File: config.mk
export PLATFORM = sky130hd
export DESIGN_NAME = module_control_pins
export DESIGN_NICKNAME = d
export VERILOG_FILES = /design/src/design/module_pins_pkg.sv /design/src/design/settings_mem.sv /design/src/design/module_control_pins.sv
export SDC_FILE = /design/constraint.sdc
export NUM_CORES = 1
export LEC_CHECK = 0
export BUFFER_PORTS_ARGS = -buffer_cell sky130_fd_sc_hd__buf_2
export CAP_MARGIN = 20
export CORE_ASPECT_RATIO = 1.1
export CORE_MARGIN = 5
export CORE_UTILIZATION = 55
export CTS_BUF_LIST = sky130_fd_sc_hd__clkbuf_8
export DETAILED_ROUTE_END_ITERATION = 8
export PLACE_DENSITY = 0.73
export SYNTH_ARGS = -nofsm -noshare
export SYNTH_HDL_FRONTEND = slang
export SYNTH_SLANG_ARGS = --single-unit
File: constraint.sdc
create_clock -name clock -period 4.7 [get_ports clock]
set_input_delay 0.705 -clock clock [delete_from_list [all_inputs] [get_ports clock]]
set_output_delay 0.705 -clock clock [all_outputs]
set_load 0.03 [all_outputs]
File: src/design/module_pins_pkg.sv
// constants, address map and state codes of the module control and management logic
package module_pins_pkg;

    // clock rate and timing figures
    localparam int CLOCK_MHZ        = 125;
    localparam int T_RESET_MIN_US   = 10;
    localparam int RESET_MIN_CYCLES = T_RESET_MIN_US * CLOCK_MHZ;
    localparam int T_INIT_MS        = 2000;
    localparam int INIT_CYCLES      = T_INIT_MS * 1000 * CLOCK_MHZ;

    // management bus address (A0h in 8-bit form)
    localparam logic [6:0] DEV_ADDR = 7'h50;

    // byte map of the lower page
    localparam int MEM_AW             = 7;
    localparam int MEM_DW             = 8;
    localparam logic [6:0] ADDR_IDENT  = 7'h00;
    localparam logic [6:0] ADDR_STAT1  = 7'h01;
    localparam logic [6:0] ADDR_STAT2  = 7'h02;
    localparam logic [6:0] ADDR_FLAGS  = 7'h03;
    localparam logic [6:0] ADDR_CTRL   = 7'h56;
    localparam logic [6:0] ADDR_LOGIC_END = 7'h04;

    // identifier byte, value arbitrary
    localparam logic [7:0] IDENT_VALUE = 8'h5A;

    // field positions
    localparam int STAT1_LPM_BIT   = 0;
    localparam int STAT2_DNR_BIT   = 0;
    localparam int STAT2_INT_BIT   = 1;
    localparam int FLAG_RESET_BIT  = 0;
    localparam int FLAG_FAULT_BIT  = 1;

    // reset values
    localparam logic [7:0] SETTING_DEFAULT = 8'h00;
    localparam logic [4:0] SYNC_RESET      = 5'h0F;

    // 2-wire slave states
    typedef enum logic [3:0] {
        ST_IDLE      = 4'b0000,
        ST_ADDR      = 4'b0001,
        ST_ACK_ADDR  = 4'b0010,
        ST_PTR       = 4'b0011,
        ST_ACK_PTR   = 4'b0100,
        ST_WDATA     = 4'b0101,
        ST_ACK_W     = 4'b0110,
        ST_RDATA     = 4'b0111,
        ST_ACK_R     = 4'b1000
    } wire_state_t;

endpackage

File: src/design/settings_mem.sv
// byte memory of the management page with registered read data
module settings_mem (
    input  wire logic                                 clock,  // system clock
    input  wire logic                                 we,     // write strobe
    input  wire logic [module_pins_pkg::MEM_AW-1:0]   waddr,  // write address
    input  wire logic [module_pins_pkg::MEM_DW-1:0]   wdata,  // write data
    input  wire logic [module_pins_pkg::MEM_AW-1:0]   raddr,  // read address
    output logic      [module_pins_pkg::MEM_DW-1:0]   rdata   // read data, registered
);
    import module_pins_pkg::*;

    logic [MEM_DW-1:0] store [0:(1<<MEM_AW)-1];

    // write port and registered read port
    always_ff @(posedge clock) begin
        if (we) begin
            store[waddr] <= wdata;
        end
        rdata <= store[raddr];
    end

endmodule

File: src/design/module_control_pins.sv
// control pins, reset sequencing, attention and 2-wire slave of the pluggable module
// Contract
// - answer 2-wire traffic while select is low
// - ignore 2-wire traffic while select is high
// - select defaults to deselected when undriven; the code has no pull-up and only resets the select synchroniser to deselected
// - long reset pulse restores all default settings
// - init interval starts at reset rising edge
// - completion raises attention with not-ready cleared
// - power-up raises completion attention without reset
// - low-power request selects reduced power state
// - presence output tied low while seated
// - attention low reports fault or critical status
// - attention is open-collector, pulled low only
// - respond at device address A0h
module module_control_pins #(
    parameter int INIT_COUNT = module_pins_pkg::INIT_CYCLES  // init interval in clock cycles
) (
    input  wire logic clock,              // system clock, 125 MHz
    input  wire logic rst,                // synchronous reset, power-up
    input  wire logic module_select_n,    // select pin, low selects
    input  wire logic module_reset_n,     // reset pin, low resets
    input  wire logic low_power_request,  // low-power pin, high requests
    input  wire logic scl,                // 2-wire clock pin
    input  wire logic sda_in,             // 2-wire data pin level
    output logic      sda_out,            // 2-wire data drive value, always low
    output logic      sda_oe,             // 2-wire data pulled low when high
    output logic      attention_n_out,    // attention drive value, always low
    output logic      attention_n_oe,     // attention pulled low when high
    output logic      presence_n,         // presence, low when seated
    output logic      low_power_mode,     // reduced power state enable
    input  wire logic fault_event         // internal fault pulse, same clock
);
    import module_pins_pkg::*;

    // synchroniser bit order: {lpm, select_n, reset_n, scl, sda}
    logic [4:0]        sync1_reg;
    logic [4:0]        sync2_reg;
    logic              scl_prev_reg;
    logic              sda_prev_reg;
    logic              rstn_prev_reg;
    logic [31:0]       low_count_reg;
    logic              init_busy_reg;
    logic [31:0]       init_count_reg;
    logic              data_not_ready_reg;
    logic [MEM_AW-1:0] sweep_addr_reg;
    logic              sweep_busy_reg;
    logic [1:0]        flag_reg;
    wire_state_t       state_reg;
    logic [3:0]        bit_cnt_reg;
    logic [7:0]        shift_reg;
    logic [MEM_AW-1:0] ptr_reg;
    logic              rw_reg;
    logic              ack_reg;
    logic              sda_oe_reg;

    wire logic        scl_s;
    wire logic        sda_s;
    wire logic        rstn_s;
    wire logic        seln_s;
    wire logic        lpm_s;
    wire logic        selected;
    wire logic        scl_rise;
    wire logic        scl_fall;
    wire logic        start_det;
    wire logic        stop_det;
    wire logic        rst_rise;
    wire logic        long_low;
    wire logic        init_done;
    wire logic        byte_full;
    wire logic        addr_match;
    wire logic        host_write;
    wire logic        load_byte;
    wire logic        flags_read;
    wire logic        mem_we;
    wire logic [6:0]  mem_waddr;
    wire logic [7:0]  mem_wdata;
    wire logic [7:0]  mem_rdata;
    wire logic [7:0]  logic_byte;
    wire logic [7:0]  read_byte;

    // synchronised pin levels
    assign sda_s  = sync2_reg[0];
    assign scl_s  = sync2_reg[1];
    assign rstn_s = sync2_reg[2];
    assign seln_s = sync2_reg[3];
    assign lpm_s  = sync2_reg[4];

    // pin synchronisers, two stages each
    // select pin starts deselected
    always_ff @(posedge clock) begin
        if (rst) begin
            sync1_reg <= SYNC_RESET;
            sync2_reg <= SYNC_RESET;
        end else begin
            sync1_reg <= {low_power_request, module_select_n, module_reset_n, scl, sda_in};
            sync2_reg <= sync1_reg;
        end
    end

    // edge and bus condition decode
    assign selected  = ~seln_s;
    assign scl_rise  = scl_s & ~scl_prev_reg;
    assign scl_fall  = ~scl_s & scl_prev_reg;
    assign start_det = scl_s & scl_prev_reg & sda_prev_reg & ~sda_s;
    assign stop_det  = scl_s & scl_prev_reg & ~sda_prev_reg & sda_s;
    assign rst_rise  = rstn_s & ~rstn_prev_reg;
    assign long_low  = low_count_reg > 32'(RESET_MIN_CYCLES);
    assign init_done = init_busy_reg && (init_count_reg >= 32'(INIT_COUNT - 1));

    // previous levels for edge detection
    always_ff @(posedge clock) begin
        if (rst) begin
            scl_prev_reg  <= 1'b1;
            sda_prev_reg  <= 1'b1;
            rstn_prev_reg <= 1'b1;
        end else begin
            scl_prev_reg  <= scl_s;
            sda_prev_reg  <= sda_s;
            rstn_prev_reg <= rstn_s;
        end
    end

    // width of the low pulse on the reset pin, saturating
    always_ff @(posedge clock) begin
        if (rst || rstn_s) begin
            low_count_reg <= 32'h00000000;
        end else if (!long_low) begin
            low_count_reg <= low_count_reg + 32'h00000001;
        end
    end

    // init interval: from power-up or from release of a long reset pulse
    // init sequencing
    always_ff @(posedge clock) begin
        if (rst) begin
            init_busy_reg      <= 1'b1;
            init_count_reg     <= 32'h00000000;
            data_not_ready_reg <= 1'b1;
        end else if (rst_rise && long_low) begin
            init_busy_reg      <= 1'b1;
            init_count_reg     <= 32'h00000000;
            data_not_ready_reg <= 1'b1;
        end else if (init_done) begin
            init_busy_reg      <= 1'b0;
            data_not_ready_reg <= 1'b0;
        end else if (init_busy_reg) begin
            init_count_reg <= init_count_reg + 32'h00000001;
        end
    end

    // settings sweep: every byte back to its default at init start
    // restore defaults
    always_ff @(posedge clock) begin
        if (rst || (rst_rise && long_low)) begin
            sweep_busy_reg <= 1'b1;
            sweep_addr_reg <= 7'h00;
        end else if (sweep_busy_reg) begin
            sweep_addr_reg <= sweep_addr_reg + 7'h01;
            sweep_busy_reg <= (sweep_addr_reg != 7'h7F);
        end
    end

    // sticky attention flags, a set beats a clear in the same cycle
    // attention sources
    always_ff @(posedge clock) begin
        if (rst) begin
            flag_reg <= 2'h0;
        end else begin
            flag_reg[FLAG_RESET_BIT] <= init_done | (flag_reg[FLAG_RESET_BIT] & ~flags_read);
            flag_reg[FLAG_FAULT_BIT] <= fault_event | (flag_reg[FLAG_FAULT_BIT] & ~flags_read);
        end
    end

    // byte decode of the 2-wire slave
    assign byte_full  = bit_cnt_reg == 4'h8;
    assign addr_match = shift_reg[7:1] == DEV_ADDR;
    assign host_write = (state_reg == ST_WDATA) && scl_fall && byte_full && (ptr_reg >= ADDR_CTRL);
    assign load_byte  = scl_fall && (((state_reg == ST_ACK_ADDR) && rw_reg) || ((state_reg == ST_ACK_R) && ack_reg));
    assign flags_read = load_byte && (ptr_reg == ADDR_FLAGS);

    // memory port steering, the sweep owns the write port for its 128 cycles at init start
    assign mem_we    = sweep_busy_reg | host_write;
    assign mem_waddr = sweep_busy_reg ? sweep_addr_reg : ptr_reg;
    assign mem_wdata = sweep_busy_reg ? SETTING_DEFAULT : shift_reg;

    // bytes produced by logic rather than memory
    assign logic_byte = (ptr_reg == ADDR_IDENT) ? IDENT_VALUE :
                        (ptr_reg == ADDR_STAT1) ? {7'h00, lpm_s} :
                        (ptr_reg == ADDR_STAT2) ? {6'h00, |flag_reg, data_not_ready_reg} :
                        {6'h00, flag_reg};
    assign read_byte  = (ptr_reg < ADDR_LOGIC_END) ? logic_byte : mem_rdata;

    settings_mem u_mem (
        .clock (clock),
        .we    (mem_we),
        .waddr (mem_waddr),
        .wdata (mem_wdata),
        .raddr (ptr_reg),
        .rdata (mem_rdata)
    );

    // 2-wire slave: bits sampled on scl rise, driven on scl fall
    // selection and addressing
    always_ff @(posedge clock) begin
        if (rst || !selected || stop_det) begin
            state_reg   <= ST_IDLE;
            bit_cnt_reg <= 4'h0;
            sda_oe_reg  <= 1'b0;
        end else if (start_det) begin
            state_reg   <= ST_ADDR;
            bit_cnt_reg <= 4'h0;
            sda_oe_reg  <= 1'b0;
        end else if (scl_rise) begin
            if (state_reg == ST_ADDR || state_reg == ST_PTR || state_reg == ST_WDATA) begin
                shift_reg   <= {shift_reg[6:0], sda_s};
                bit_cnt_reg <= bit_cnt_reg + 4'h1;
            end else if (state_reg == ST_ACK_R) begin
                ack_reg <= ~sda_s;
            end
        end else if (scl_fall) begin
            case (state_reg)
                ST_ADDR, ST_PTR, ST_WDATA: begin
                    if (byte_full) begin
                        bit_cnt_reg <= 4'h0;
                        if (state_reg == ST_ADDR && !addr_match) begin
                            state_reg <= ST_IDLE;
                        end else begin
                            sda_oe_reg <= 1'b1;
                            state_reg  <= (state_reg == ST_ADDR) ? ST_ACK_ADDR :
                                          (state_reg == ST_PTR) ? ST_ACK_PTR : ST_ACK_W;
                            rw_reg     <= (state_reg == ST_ADDR) ? shift_reg[0] : rw_reg;
                            ptr_reg    <= (state_reg == ST_PTR) ? shift_reg[6:0] :
                                          (state_reg == ST_WDATA) ? ptr_reg + 7'h01 : ptr_reg;
                        end
                    end
                end
                ST_ACK_ADDR, ST_ACK_R: begin
                    if (load_byte) begin
                        shift_reg   <= {read_byte[6:0], 1'b0};
                        sda_oe_reg  <= ~read_byte[7];
                        ptr_reg     <= ptr_reg + 7'h01;
                        bit_cnt_reg <= 4'h1;
                        state_reg   <= ST_RDATA;
                    end else begin
                        sda_oe_reg <= 1'b0;
                        state_reg  <= (state_reg == ST_ACK_ADDR) ? ST_PTR : ST_IDLE;
                    end
                end
                ST_ACK_PTR, ST_ACK_W: begin
                    sda_oe_reg <= 1'b0;
                    state_reg  <= ST_WDATA;
                end
                ST_RDATA: begin
                    if (byte_full) begin
                        sda_oe_reg <= 1'b0;
                        state_reg  <= ST_ACK_R;
                    end else begin
                        sda_oe_reg  <= ~shift_reg[7];
                        shift_reg   <= {shift_reg[6:0], 1'b0};
                        bit_cnt_reg <= bit_cnt_reg + 4'h1;
                    end
                end
                default: begin
                    state_reg <= ST_IDLE;
                end
            endcase
        end
    end

    // pin outputs
    // open-collector pins only ever pull low
    assign sda_out         = 1'b0;
    assign sda_oe          = sda_oe_reg;
    assign attention_n_out = 1'b0;
    assign attention_n_oe  = |flag_reg;
    assign presence_n      = 1'b0;
    assign low_power_mode  = lpm_s;

    // checks on the pin behaviour
    chk_presence_grounded: assert property (@(posedge clock) disable iff (rst)
        presence_n == 1'b0) else $error("presence output not low");

    chk_open_drain_pins: assert property (@(posedge clock) disable iff (rst)
        !sda_out && !attention_n_out) else $error("open-drain pin drives high");

    chk_deselect_quiet_bus: assert property (@(posedge clock) disable iff (rst)
        !selected |=> !sda_oe && state_reg == ST_IDLE) else $error("deselected module touches bus");

    chk_select_reset_default: assert property (@(posedge clock) disable iff (rst)
        $fell(rst) |-> !selected && state_reg == ST_IDLE) else $error("select not deselected after reset");

    chk_address_ack_drive: assert property (@(posedge clock) disable iff (rst)
        (selected && state_reg == ST_ADDR && scl_fall && byte_full && addr_match && !start_det && !stop_det)
        |=> sda_oe && state_reg == ST_ACK_ADDR) else $error("own address not acknowledged");

    chk_foreign_address_ignored: assert property (@(posedge clock) disable iff (rst)
        (state_reg == ST_ADDR && scl_fall && byte_full && !addr_match) |=> !sda_oe)
        else $error("foreign address acknowledged");

    chk_long_reset_init: assert property (@(posedge clock) disable iff (rst)
        (rst_rise && long_low) |=> init_busy_reg && init_count_reg == 32'h0 && data_not_ready_reg && sweep_busy_reg)
        else $error("long reset pulse did not start init");

    chk_short_pulse_ignored: assert property (@(posedge clock) disable iff (rst)
        (rst_rise && !long_low && !init_busy_reg) |=> !init_busy_reg && !sweep_busy_reg)
        else $error("short reset pulse started init");

    chk_done_raises_attention: assert property (@(posedge clock) disable iff (rst)
        $fell(init_busy_reg) |-> !data_not_ready_reg && attention_n_oe) else $error("completion not signalled");

    chk_powerup_init: assert property (@(posedge clock) disable iff (rst)
        $fell(rst) |-> init_busy_reg && data_not_ready_reg) else $error("power-up init not started");

    chk_fault_attention: assert property (@(posedge clock) disable iff (rst)
        fault_event |=> attention_n_oe [*2]) else $error("fault did not hold attention");

    chk_low_power_follow: assert property (@(posedge clock) disable iff (rst)
        $rose(low_power_request) ##1 low_power_request ##1 low_power_request |=> low_power_mode)
        else $error("low power request not applied");

    chk_defaults_restored: assert property (@(posedge clock) disable iff (rst)
        (sweep_busy_reg && !$past(sweep_busy_reg)) |-> mem_we && mem_wdata == SETTING_DEFAULT)
        else $error("defaults not written on reset");

endmodule

Yosys cells after proc, flatten, opt, wreduce, memory -nomap -nowiden
Memory sizes are Yosys's and may differ from the RTL's. A register that Yosys moved wholly into a read port is not among the register bits.
Cells that the tools add are included.
- register bits: 114
- bits in writable memories: 1024
- input port bits: 8
- word-level logic and storage cells: 166
- memories kept: 1
- $add $sub $neg: 5
- order comparisons: 4
- equality and inequality tests: 26
- mux-type cells: 44
- bitwise operators: 27
- reductions and logical operators: 40
- memory list (name ; depth ; width ; read ports ; clocked after memory_dff ; wr ports ; RTL line ; RTL):
    u_mem.store ; 128 ; 8 ; 1 ; 1 ; 1 ; settings_mem.sv:12 ; logic [MEM_DW-1:0] store [0:(1<<MEM_AW)-1];
- operators by type and width (operator ; count):
    adder 32 x 1 -> 32 bit (second input constant) ; 2
    2-to-1 mux 8 bit ; 7
    2-to-1 mux 7 bit ; 7
    greater-or-equal comparator 32 x 28 -> 1 bit (second input constant) ; 1
    > comparator 32 x 11 -> 1 bit (second input constant) ; 1
    2-to-1 mux 4 bit ; 8
    != test 3 bit (second input constant) ; 6
    equality test 4 x 3 -> 1 bit (second input constant) ; 4
    case mux 4 bit (4 select lines) ; 1
    case mux 8 bit (2 select lines) ; 1
    adder 7 x 1 -> 7 bit (second input constant) ; 2
    equality test 7 x 2 -> 1 bit (second input constant) ; 2
    inverter 1 bit ; 14
    case mux 7 bit (2 select lines) ; 1
    case mux 4 bit (3 select lines) ; 1
    bitwise AND 1 bit ; 10
    logical AND 1 bit ; 10
    2-to-1 mux 1 bit ; 10
    AND reduction 5 bit ; 2
    OR reduction 2 bit ; 5
    2-to-1 mux 3 bit ; 3
    AND reduction 9 bit ; 1
    equality test 4 x 2 -> 1 bit (second input constant) ; 2
    equality test 4 bit (second input constant) ; 2
    24 further kinds ; 43

Depth between registers and ports, before layout
Gate-level depths: netlist (run 1).
- word-level depth: 9
- mapped depth: 13
- depth with buffers taken out: 8

By module
From an unflattened synthesis (run 1), not the netlist that was laid out.
- cell total of the unflattened synthesis: 2244
- area, all modules: 45202.1 um2
- modules (own cells, without submodules) (module ; times used ; cells an instance ; area an instance (um2) ; seq. area each (um2)):
    settings_mem ; 1 ; 1635 ; 39665.5 ; 30909.6
    module_control_pins ; 1 ; 609 ; 5536.6 ; 2452.4

Worst setup path before layout (run 1)
No wires, ideal clock.
- path kind: register to register
- start: register sweep_busy_reg
- end: memory u_mem.store[0][7], data pin
- library setup time: 830 ps
- arrival time: 4108 ps
- data required time: 3870 ps
- slack: -238 ps
- stages on the path, launching flop included: 5
- cells stage by stage: dfxtp_1 clkbuf_1 clkbuf_1 clkbuf_1 nor2b_1
- word-level cells in the longest chain between the ends: 1
- RTL lines (what ; RTL line ; RTL):
    start, declared ; module_control_pins.sv:46 ; logic sweep_busy_reg;
    start signal, assigned ; module_control_pins.sv:159 ; sweep_busy_reg <= (sweep_addr_reg != 7'h7F);
    2-to-1 mux 8 bit ; module_control_pins.sv:184 ; assign mem_wdata = sweep_busy_reg ? SETTING_DEFAULT : shift_reg;
    via mem_wdata[7] ; module_control_pins.sv:76 ; wire logic [7:0] mem_wdata;
    end, declared ; settings_mem.sv:12 ;
The timed path passes the listed nets, and every way through them passes these cells.

Final worst setup path (run 1)
- start: register ptr_reg[0]
- end: memory u_mem.store[83][4], enable pin
- word-level cells in the longest chain between the ends: 5
- elaborated cells on any way between the ends: 6
- those cells by class: 1 x order compare; 3 x mux; 1 x bitwise; 1 x reduce/logical
- RTL lines (what ; RTL line ; RTL):
    start, declared ; module_control_pins.sv:51 ; logic [MEM_AW-1:0] ptr_reg;
    start signal, assigned ; module_control_pins.sv:232 ; ptr_reg <= (state_reg == ST_PTR) ? shift_reg[6:0] :
    start signal, assigned ; module_control_pins.sv:241 ; ptr_reg <= ptr_reg + 7'h01;
    greater-or-equal comparator 7 bit ; module_control_pins.sv:177 ; assign host_write = (state_reg == ST_WDATA) && scl_fall && byte_full && (ptr_reg >= ADDR_CTRL);
    logical AND 1 bit ; module_control_pins.sv:177 ;
    OR 1 bit ; module_control_pins.sv:182 ; assign mem_we = sweep_busy_reg | host_write;
    2-to-1 mux 1 bit ; settings_mem.sv:16 ; if (we) begin
    2-to-1 mux 1 bit (not written as such) ; settings_mem.sv:17 ; store[waddr] <= wdata;
Parallel ways exist; a longest one is shown, timed or not.

==> results.yml, run 1 <==
clock_tree:
  path_clk_slew_ps: 60
  cts_max_path_buffers: 3
  cts_buffers: 172
  cts_sinks: 1146
  tritoncts: "done"
  cts_root_buf: "sky130_fd_sc_hd__clkbuf_8"
  clock_insertion_delay_worst_skew_ps: 830
  ctsHtreeMaxLevel: 4
logic_synthesis:
  netlist.area_leader.share: 0.690
  mapped_area_um2: 45300
  synth_cells: 2542
  synth-seq-cells: 1146
  synth_flop_cell: "sky130_fd_sc_hd__edfxtp_1"
  synth_warnings: 0
  synth_async_sr_flop_share: 0
  yosys.area.top_type: "sky130_fd_sc_hd__edfxtp_1"
  synth_cell_type_count: 84
  count_of_flip_flops_with_a_built_in_enable_after_synthesis: 1041
  synth_top_cells_by_area: "sky130_fd_sc_hd__edfxtp_1 69%, sky130_fd_sc_hd__mux4_2 11%, sky130_fd_sc_hd__dfxtp_1 4.6%"
  syn_avg_cell_area_um2: 17.8
  sequential_to_total_area_share_from_yosys_stat: 0.736
worst_setup_path:
  endpoint_kind: "register"
  r2r_start: "ptr_reg[0]$_DFFE_PP_"
  crit_arrival_ps: 3980
  timing.critical_path.from_type: "register"
  cp.required_ps: 5140
  worst_r2r_path_depth: 8
  crit_start: "ptr_reg[0]$_DFFE_PP_"
  worst-path-max-fanout: 10
  critical_path.reg2reg.endpoint: "u_mem.store[83][4]$_DFFE_PP_"
  regToRegSetupSlack_ps: 1160
  crit_type: "reg2reg"
detailed_routing:
  drtPass1Iterations: 6
  avgRoutedWirePerCell_um: 27.4
  totalWireLength_mm: 107
  drt-initial-drc-count: 2734
  ant_nets: 0
  drc: 0
  vias: 24500
  viasPerCell: 6.31
power:
  power-per-cell-area_nw_per_um2: 377
  cell_internal_pwr_mw: 15.0
  combinationalPowerShare: 0.008
  peakVddDrop_mv: 0.272
  switching_share_of_power: 0.209
  p_switching_mw: 3.96
  clkPwrFrac: 0.411
  p_leak_nw: 13.6
  seq_power_share: 0.581
hold_path:
  hold_end: "sync1_reg[1]$_SDFF_PP1_"
  hold_path.class: "in2reg"
  whs_path_depth: 2
  hold_path.startpoint: "scl"
cells_and_area:
  post_route_cells_drive_above_1_share: 0.215
  finalInstanceArea_um2: 50200
  final_cell_count_no_fill: 3889
  design.final.nets: 2703
  mostFrequentLayoutCell: "sky130_fd_sc_hd__edfxtp_1"
  layout.core_utilization: 0.615
  fillers: 5685
  layout-area-overhead-vs-synth_pct: 10.9
  layout_common_cells: "1041 x sky130_fd_sc_hd__edfxtp_1, 224 x sky130_fd_sc_hd__mux4_2, 218 x sky130_fd_sc_hd__nor2_1"
  largest_register_ffs: 1024
sta:
  tightest_slew_ps: 1210
  report.final.setup_viol: 0
  minimum_period_implied_by_the_final_worst_setup_slack_ps: 3540
  fin_worst_hold_slack_ps: 96.4
  skew_ps: 42.5
  final_min_period_over_clock_period: 0.753
  setup_total_negative_slack_ps: 0
  slew-limit-headroom: 0.195
  maxClockFrequency_ghz: 0.283
  final_max_slew_viol_count: 0
  setup_repair_after_global_routing_missed_its_margin: "false"
  finalHoldViolCount: 0
global_route:
  maximum_number_of_pins_on_one_net_before_global_route_repair: 129
  grt_antenna_before_repair: 2
  grt_pass1_vias: 24900
  grt_usage: 0.241
  grt_remaining_overflow: 0
  grt_first_pass_wirelength_mm: 160
placed_design:
  dp_cells: 3566
  buffer_ports.inserted: 10
  place.gp.congestion: 0.932
  dp_hpwl_mm: 65.1
  placed_area_um2: 46900
die:
  initial_core_util: 0.554
  die-height_um: 311
  die-width_um: 284
  die_area_um2: 88200
  fp.coreArea_um2: 81800
  core.rowCount: 110
  design.portCount: 14
run:
  max_cap_viol_count: 0
outcome:
  run_status: "finished clean"
## area by class of cell
type	instances	area, µm²	area share
diodes	1	2.50	0.0000498
clock buffers	182	2500	0.0499
clock inverters	134	806	0.0160
inverters	27	101	0.00202
multi-input cells	1239	11300	0.225
flip-flops and latches	1146	33400	0.664
well taps	1064	1330	0.0265
repair buffers	96	828	0.0165
## timing repair
| item | 4_1_cts | 5_1_grt |
|---|---|---|
| hold buffers | 4 | 0 |
| hold endpoints to repair | 4 | 0 |
| buffers inserted | 0 | 0 |
| resized for setup | 0 | 0 |
## logic make-up (layout without fill, tap and decap cells)
kind of cell	count (synthesis)	count (layout)	share of synthesized area
fa+ha+maj	13	13	0.00359
compound gates	296	296	0.0445
buf+inv	159	439	0.0162
other cells	1	4	0.0000827
xor+xnor	45	45	0.00870
mux	317	317	0.132
simple gates	565	565	0.0584
flops	1146	1146	0.736
## through the flow
stage	total power [mW]	setup WS, ps
after floorplan	11.3	-238
after global placement	11.4	1290
after detailed placement	11.4	1220
after CTS	19.1	1210
after global routing	19.6	875
final	18.9	1160
## worst max-delay path: stages, from the launching register on
cell,delay (ps)
sky130_fd_sc_hd__edfxtp_1,540
sky130_fd_sc_hd__inv_2,150
sky130_fd_sc_hd__ha_1,220
sky130_fd_sc_hd__o21ai_0,100
sky130_fd_sc_hd__nand2b_1,110
sky130_fd_sc_hd__a21oi_1,80
sky130_fd_sc_hd__o31ai_2,730
sky130_fd_sc_hd__nand3_1,510
sky130_fd_sc_hd__nor2_1,710
## power by group through the flow
stage	sequential [mW]	combinational [mW]	clock [mW]
floorplan	11.2	0.0823	0
global placement	11.2	0.144	0
detailed placement	11.2	0.147	0
CTS	11.0	0.150	7.93
global route	11.0	0.159	8.42
finish	11.0	0.152	7.79
## worst max-delay path by stage
stage | end
global placement | u_mem.store[36][0]$_DFFE_PP_
detailed placement | u_mem.store[81][7]$_DFFE_PP_
global route | u_mem.store[83][4]$_DFFE_PP_
floorplan | u_mem.store[0][7]$_DFFE_PP_
finish | u_mem.store[83][4]$_DFFE_PP_
CTS | u_mem.store[81][7]$_DFFE_PP_
## routing by layer
| metal | part of all wire | vias up | GRT usage |
|---|---|---|---|
| met1 | 0.37 | 12400 | 0.319 |
| met2 | 0.49 | 1387 | 0.390 |
| met5 | 0 | - | 0 |
| met4 | 0.045 | 0 | 0.102 |
| met3 | 0.094 | 264 | 0.0568 |
| li1 | - | 10500 | - |
## Yosys cell counts (23+ instances only)
master                        n
sky130_fd_sc_hd__and2_1      28
sky130_fd_sc_hd__a21oi_1     72
sky130_fd_sc_hd__dfxtp_1    105
sky130_fd_sc_hd__mux4_2     224
sky130_fd_sc_hd__clkbuf_1    72
sky130_fd_sc_hd__nor2_1     220
sky130_fd_sc_hd__xnor2_1     23
sky130_fd_sc_hd__nand2_1    132
sky130_fd_sc_hd__edfxtp_1  1041
sky130_fd_sc_hd__mux2i_1     71
sky130_fd_sc_hd__nand3_1     57
sky130_fd_sc_hd__o21ai_0     37
sky130_fd_sc_hd__a22oi_1     68
sky130_fd_sc_hd__buf_2       30
No activity file was read; power rests on OpenSTA's default activity.
==> run 2: changes to the inputs <==
--- a/config.mk
+++ b/config.mk
@@ -12,7 +12,7 @@
 export CORE_UTILIZATION = 55
 export CTS_BUF_LIST = sky130_fd_sc_hd__clkbuf_8
 export DETAILED_ROUTE_END_ITERATION = 8
-export PLACE_DENSITY = 0.73
+export PLACE_DENSITY = 0.7
 export SYNTH_ARGS = -nofsm -noshare
 export SYNTH_HDL_FRONTEND = slang
 export SYNTH_SLANG_ARGS = --single-unit
==> constraint.sdc (replaced) <==
create_clock -name clock -period 3.7 [get_ports clock]
set_input_delay 0.555 -clock clock [delete_from_list [all_inputs] [get_ports clock]]
set_output_delay 0.555 -clock clock [all_outputs]
set_load 0.03 [all_outputs]
==> results.yml, run 2 (synthesis results as in run 1) <==
die:
  core.rowCount: 110
  die-width_um: 284
  fp.coreArea_um2: 81800
  die-height_um: 311
  die_area_um2: 88200
  initial_core_util: 0.554
  design.portCount: 14
hold_path:
  whs_path_depth: 2
  hold_end: "flag_reg[0]$_SDFF_PP0_"
  hold_path.class: "in2reg"
  hold_path.startpoint: "rst"
detailed_routing:
  drt-initial-drc-count: 2578
  totalWireLength_mm: 107
  drtPass1Iterations: 6
  viasPerCell: 6.24
  vias: 25000
  avgRoutedWirePerCell_um: 26.7
  ant_nets: 0
  drc: 0
worst_setup_path:
  cp.required_ps: 4160
  worst-path-max-fanout: 10
  critical_path.reg2reg.endpoint: "u_mem.store[72][6]$_DFFE_PP_"
  worst_r2r_path_depth: 7
  crit_type: "reg2reg"
  timing.critical_path.slowest_cell_delay_ps: 730
  r2r_start: "bit_cnt_reg[0]$_SDFFE_PP0P_"
  timing.critical_path.from_type: "register"
  path_cells: "inv_1, ha_1, and3b_1, nand2_1, o31ai_2, nand3_1, nor2_1"
  path_depth: 7
  endpoint_kind: "register"
  regToRegSetupSlack_ps: 400
  cp_slowest_cell: "sky130_fd_sc_hd__o31ai_2"
  timing.critical_path.buf_inv: 1
  crit_arrival_ps: 3760
  critPathTopFamily: "simple AND/OR/NAND/NOR gates"
global_route:
  grt_pass1_vias: 25500
  maximum_number_of_pins_on_one_net_before_global_route_repair: 129
  grt_usage: 0.242
  grt_first_pass_wirelength_mm: 161
  grt_antenna_before_repair: 1
  grt_remaining_overflow: 0
sta:
  report.final.setup_viol: 0
  finalHoldViolCount: 0
  maxClockFrequency_ghz: 0.303
  setup_repair_after_global_routing_missed_its_margin: "false"
  skew_ps: 43.7
  final_max_slew_viol_count: 0
  fin_worst_hold_slack_ps: 82.1
  slew-limit-headroom: 0.276
  final_min_period_over_clock_period: 0.892
  tightest_slew_ps: 1080
  minimum_period_implied_by_the_final_worst_setup_slack_ps: 3300
placed_design:
  place.gp.congestion: 0.934
  buffer_ports.inserted: 10
  dp_hpwl_mm: 66.3
  dp_cells: 3688
power:
  peakVddDrop_mv: 0.328
  p_leak_nw: 14.3
  power-per-cell-area_nw_per_um2: 467
  power_mw: 23.9
cells_and_area:
  layout_common_cells: "1041 x sky130_fd_sc_hd__edfxtp_1, 224 x sky130_fd_sc_hd__mux4_2, 218 x sky130_fd_sc_hd__nor2_1"
  largest_register_ffs: 1024
  design.final.nets: 2829
  layout-area-overhead-vs-synth_pct: 12.9
  final_cell_count_no_fill: 4009
  mostFrequentLayoutCell: "sky130_fd_sc_hd__edfxtp_1"
  post_route_cells_drive_above_1_share: 0.247
run:
  max_cap_viol_count: 0
clock_tree:
  cts_sinks: 1146
  path_clk_slew_ps: 60
  cts_max_path_buffers: 3
  post-cts-setup-buffers: 0
  tritoncts: "done"
  cts_root_buf: "sky130_fd_sc_hd__clkbuf_8"
  ctsHtreeMaxLevel: 4
  cts_buffers: 174
  clock_insertion_delay_worst_skew_ps: 850
outcome:
  run_status: "finished clean"
## run 2: worst max-delay path by stage
stage                                start                      endpoint  slack [ps]
2_1_floorplan    sweep_busy_reg$_SDFF_PP1_   u_mem.store[0][7]$_DFFE_PP_       -1240
3_3_place_gp          ptr_reg[0]$_DFFE_PP_        u_mem.rdata[4]$_DFF_P_         500
3_5_place_dp          ptr_reg[0]$_DFFE_PP_        u_mem.rdata[4]$_DFF_P_         460
4_1_cts               ptr_reg[0]$_DFFE_PP_        u_mem.rdata[4]$_DFF_P_         450
5_1_grt        bit_cnt_reg[0]$_SDFFE_PP0P_  u_mem.store[73][3]$_DFFE_PP_         110
6_report       bit_cnt_reg[0]$_SDFFE_PP0P_  u_mem.store[72][6]$_DFFE_PP_         400
## run 2: area by class of cell
cell class                      count  area (µm²)
Antenna cell                        1        2.50
Clock buffer                      182        2500
Clock inverter                    130         731
Fill cell                        5670       30600
Inverter                           27         101
Multi-Input combinational cell   1239       11300
Sequential cell                  1146       33400
Tap cell                         1064        1330
Timing Repair Buffer              220        1810
## run 2: metal layers
metal,vias up,track usage,share of wire
met1,12800,0.326,0.39
met5,-,0,0
li1,10700,-,-
met2,1265,0.388,0.49
met3,276,0.0522,0.081
met4,0,0.102,0.042
## run 2: stage by stage
step	setup WS (ps)	area (µm²)	TNS, ps	utilization
floorplan	-1240	45300	-1243160	-
global placement	501	47800	0	0.585
detailed placement	463	47800	0	0.585
CTS	450	51100	0	0.625
global route	106	51200	0	0.626
finish	400	51200	0	0.626
## run 2: what timing repair did
action                    CTS  global route
hold buffers                7             0
gates resized for setup     0             0
hold endpoints to repair    6             0
## run 2: power by group
part           internal (mW)  total (mW)  switching, mW
combinational         0.0614       0.197          0.136
sequential              14.0        14.0         0.0209
clock                   4.88        9.70           4.82
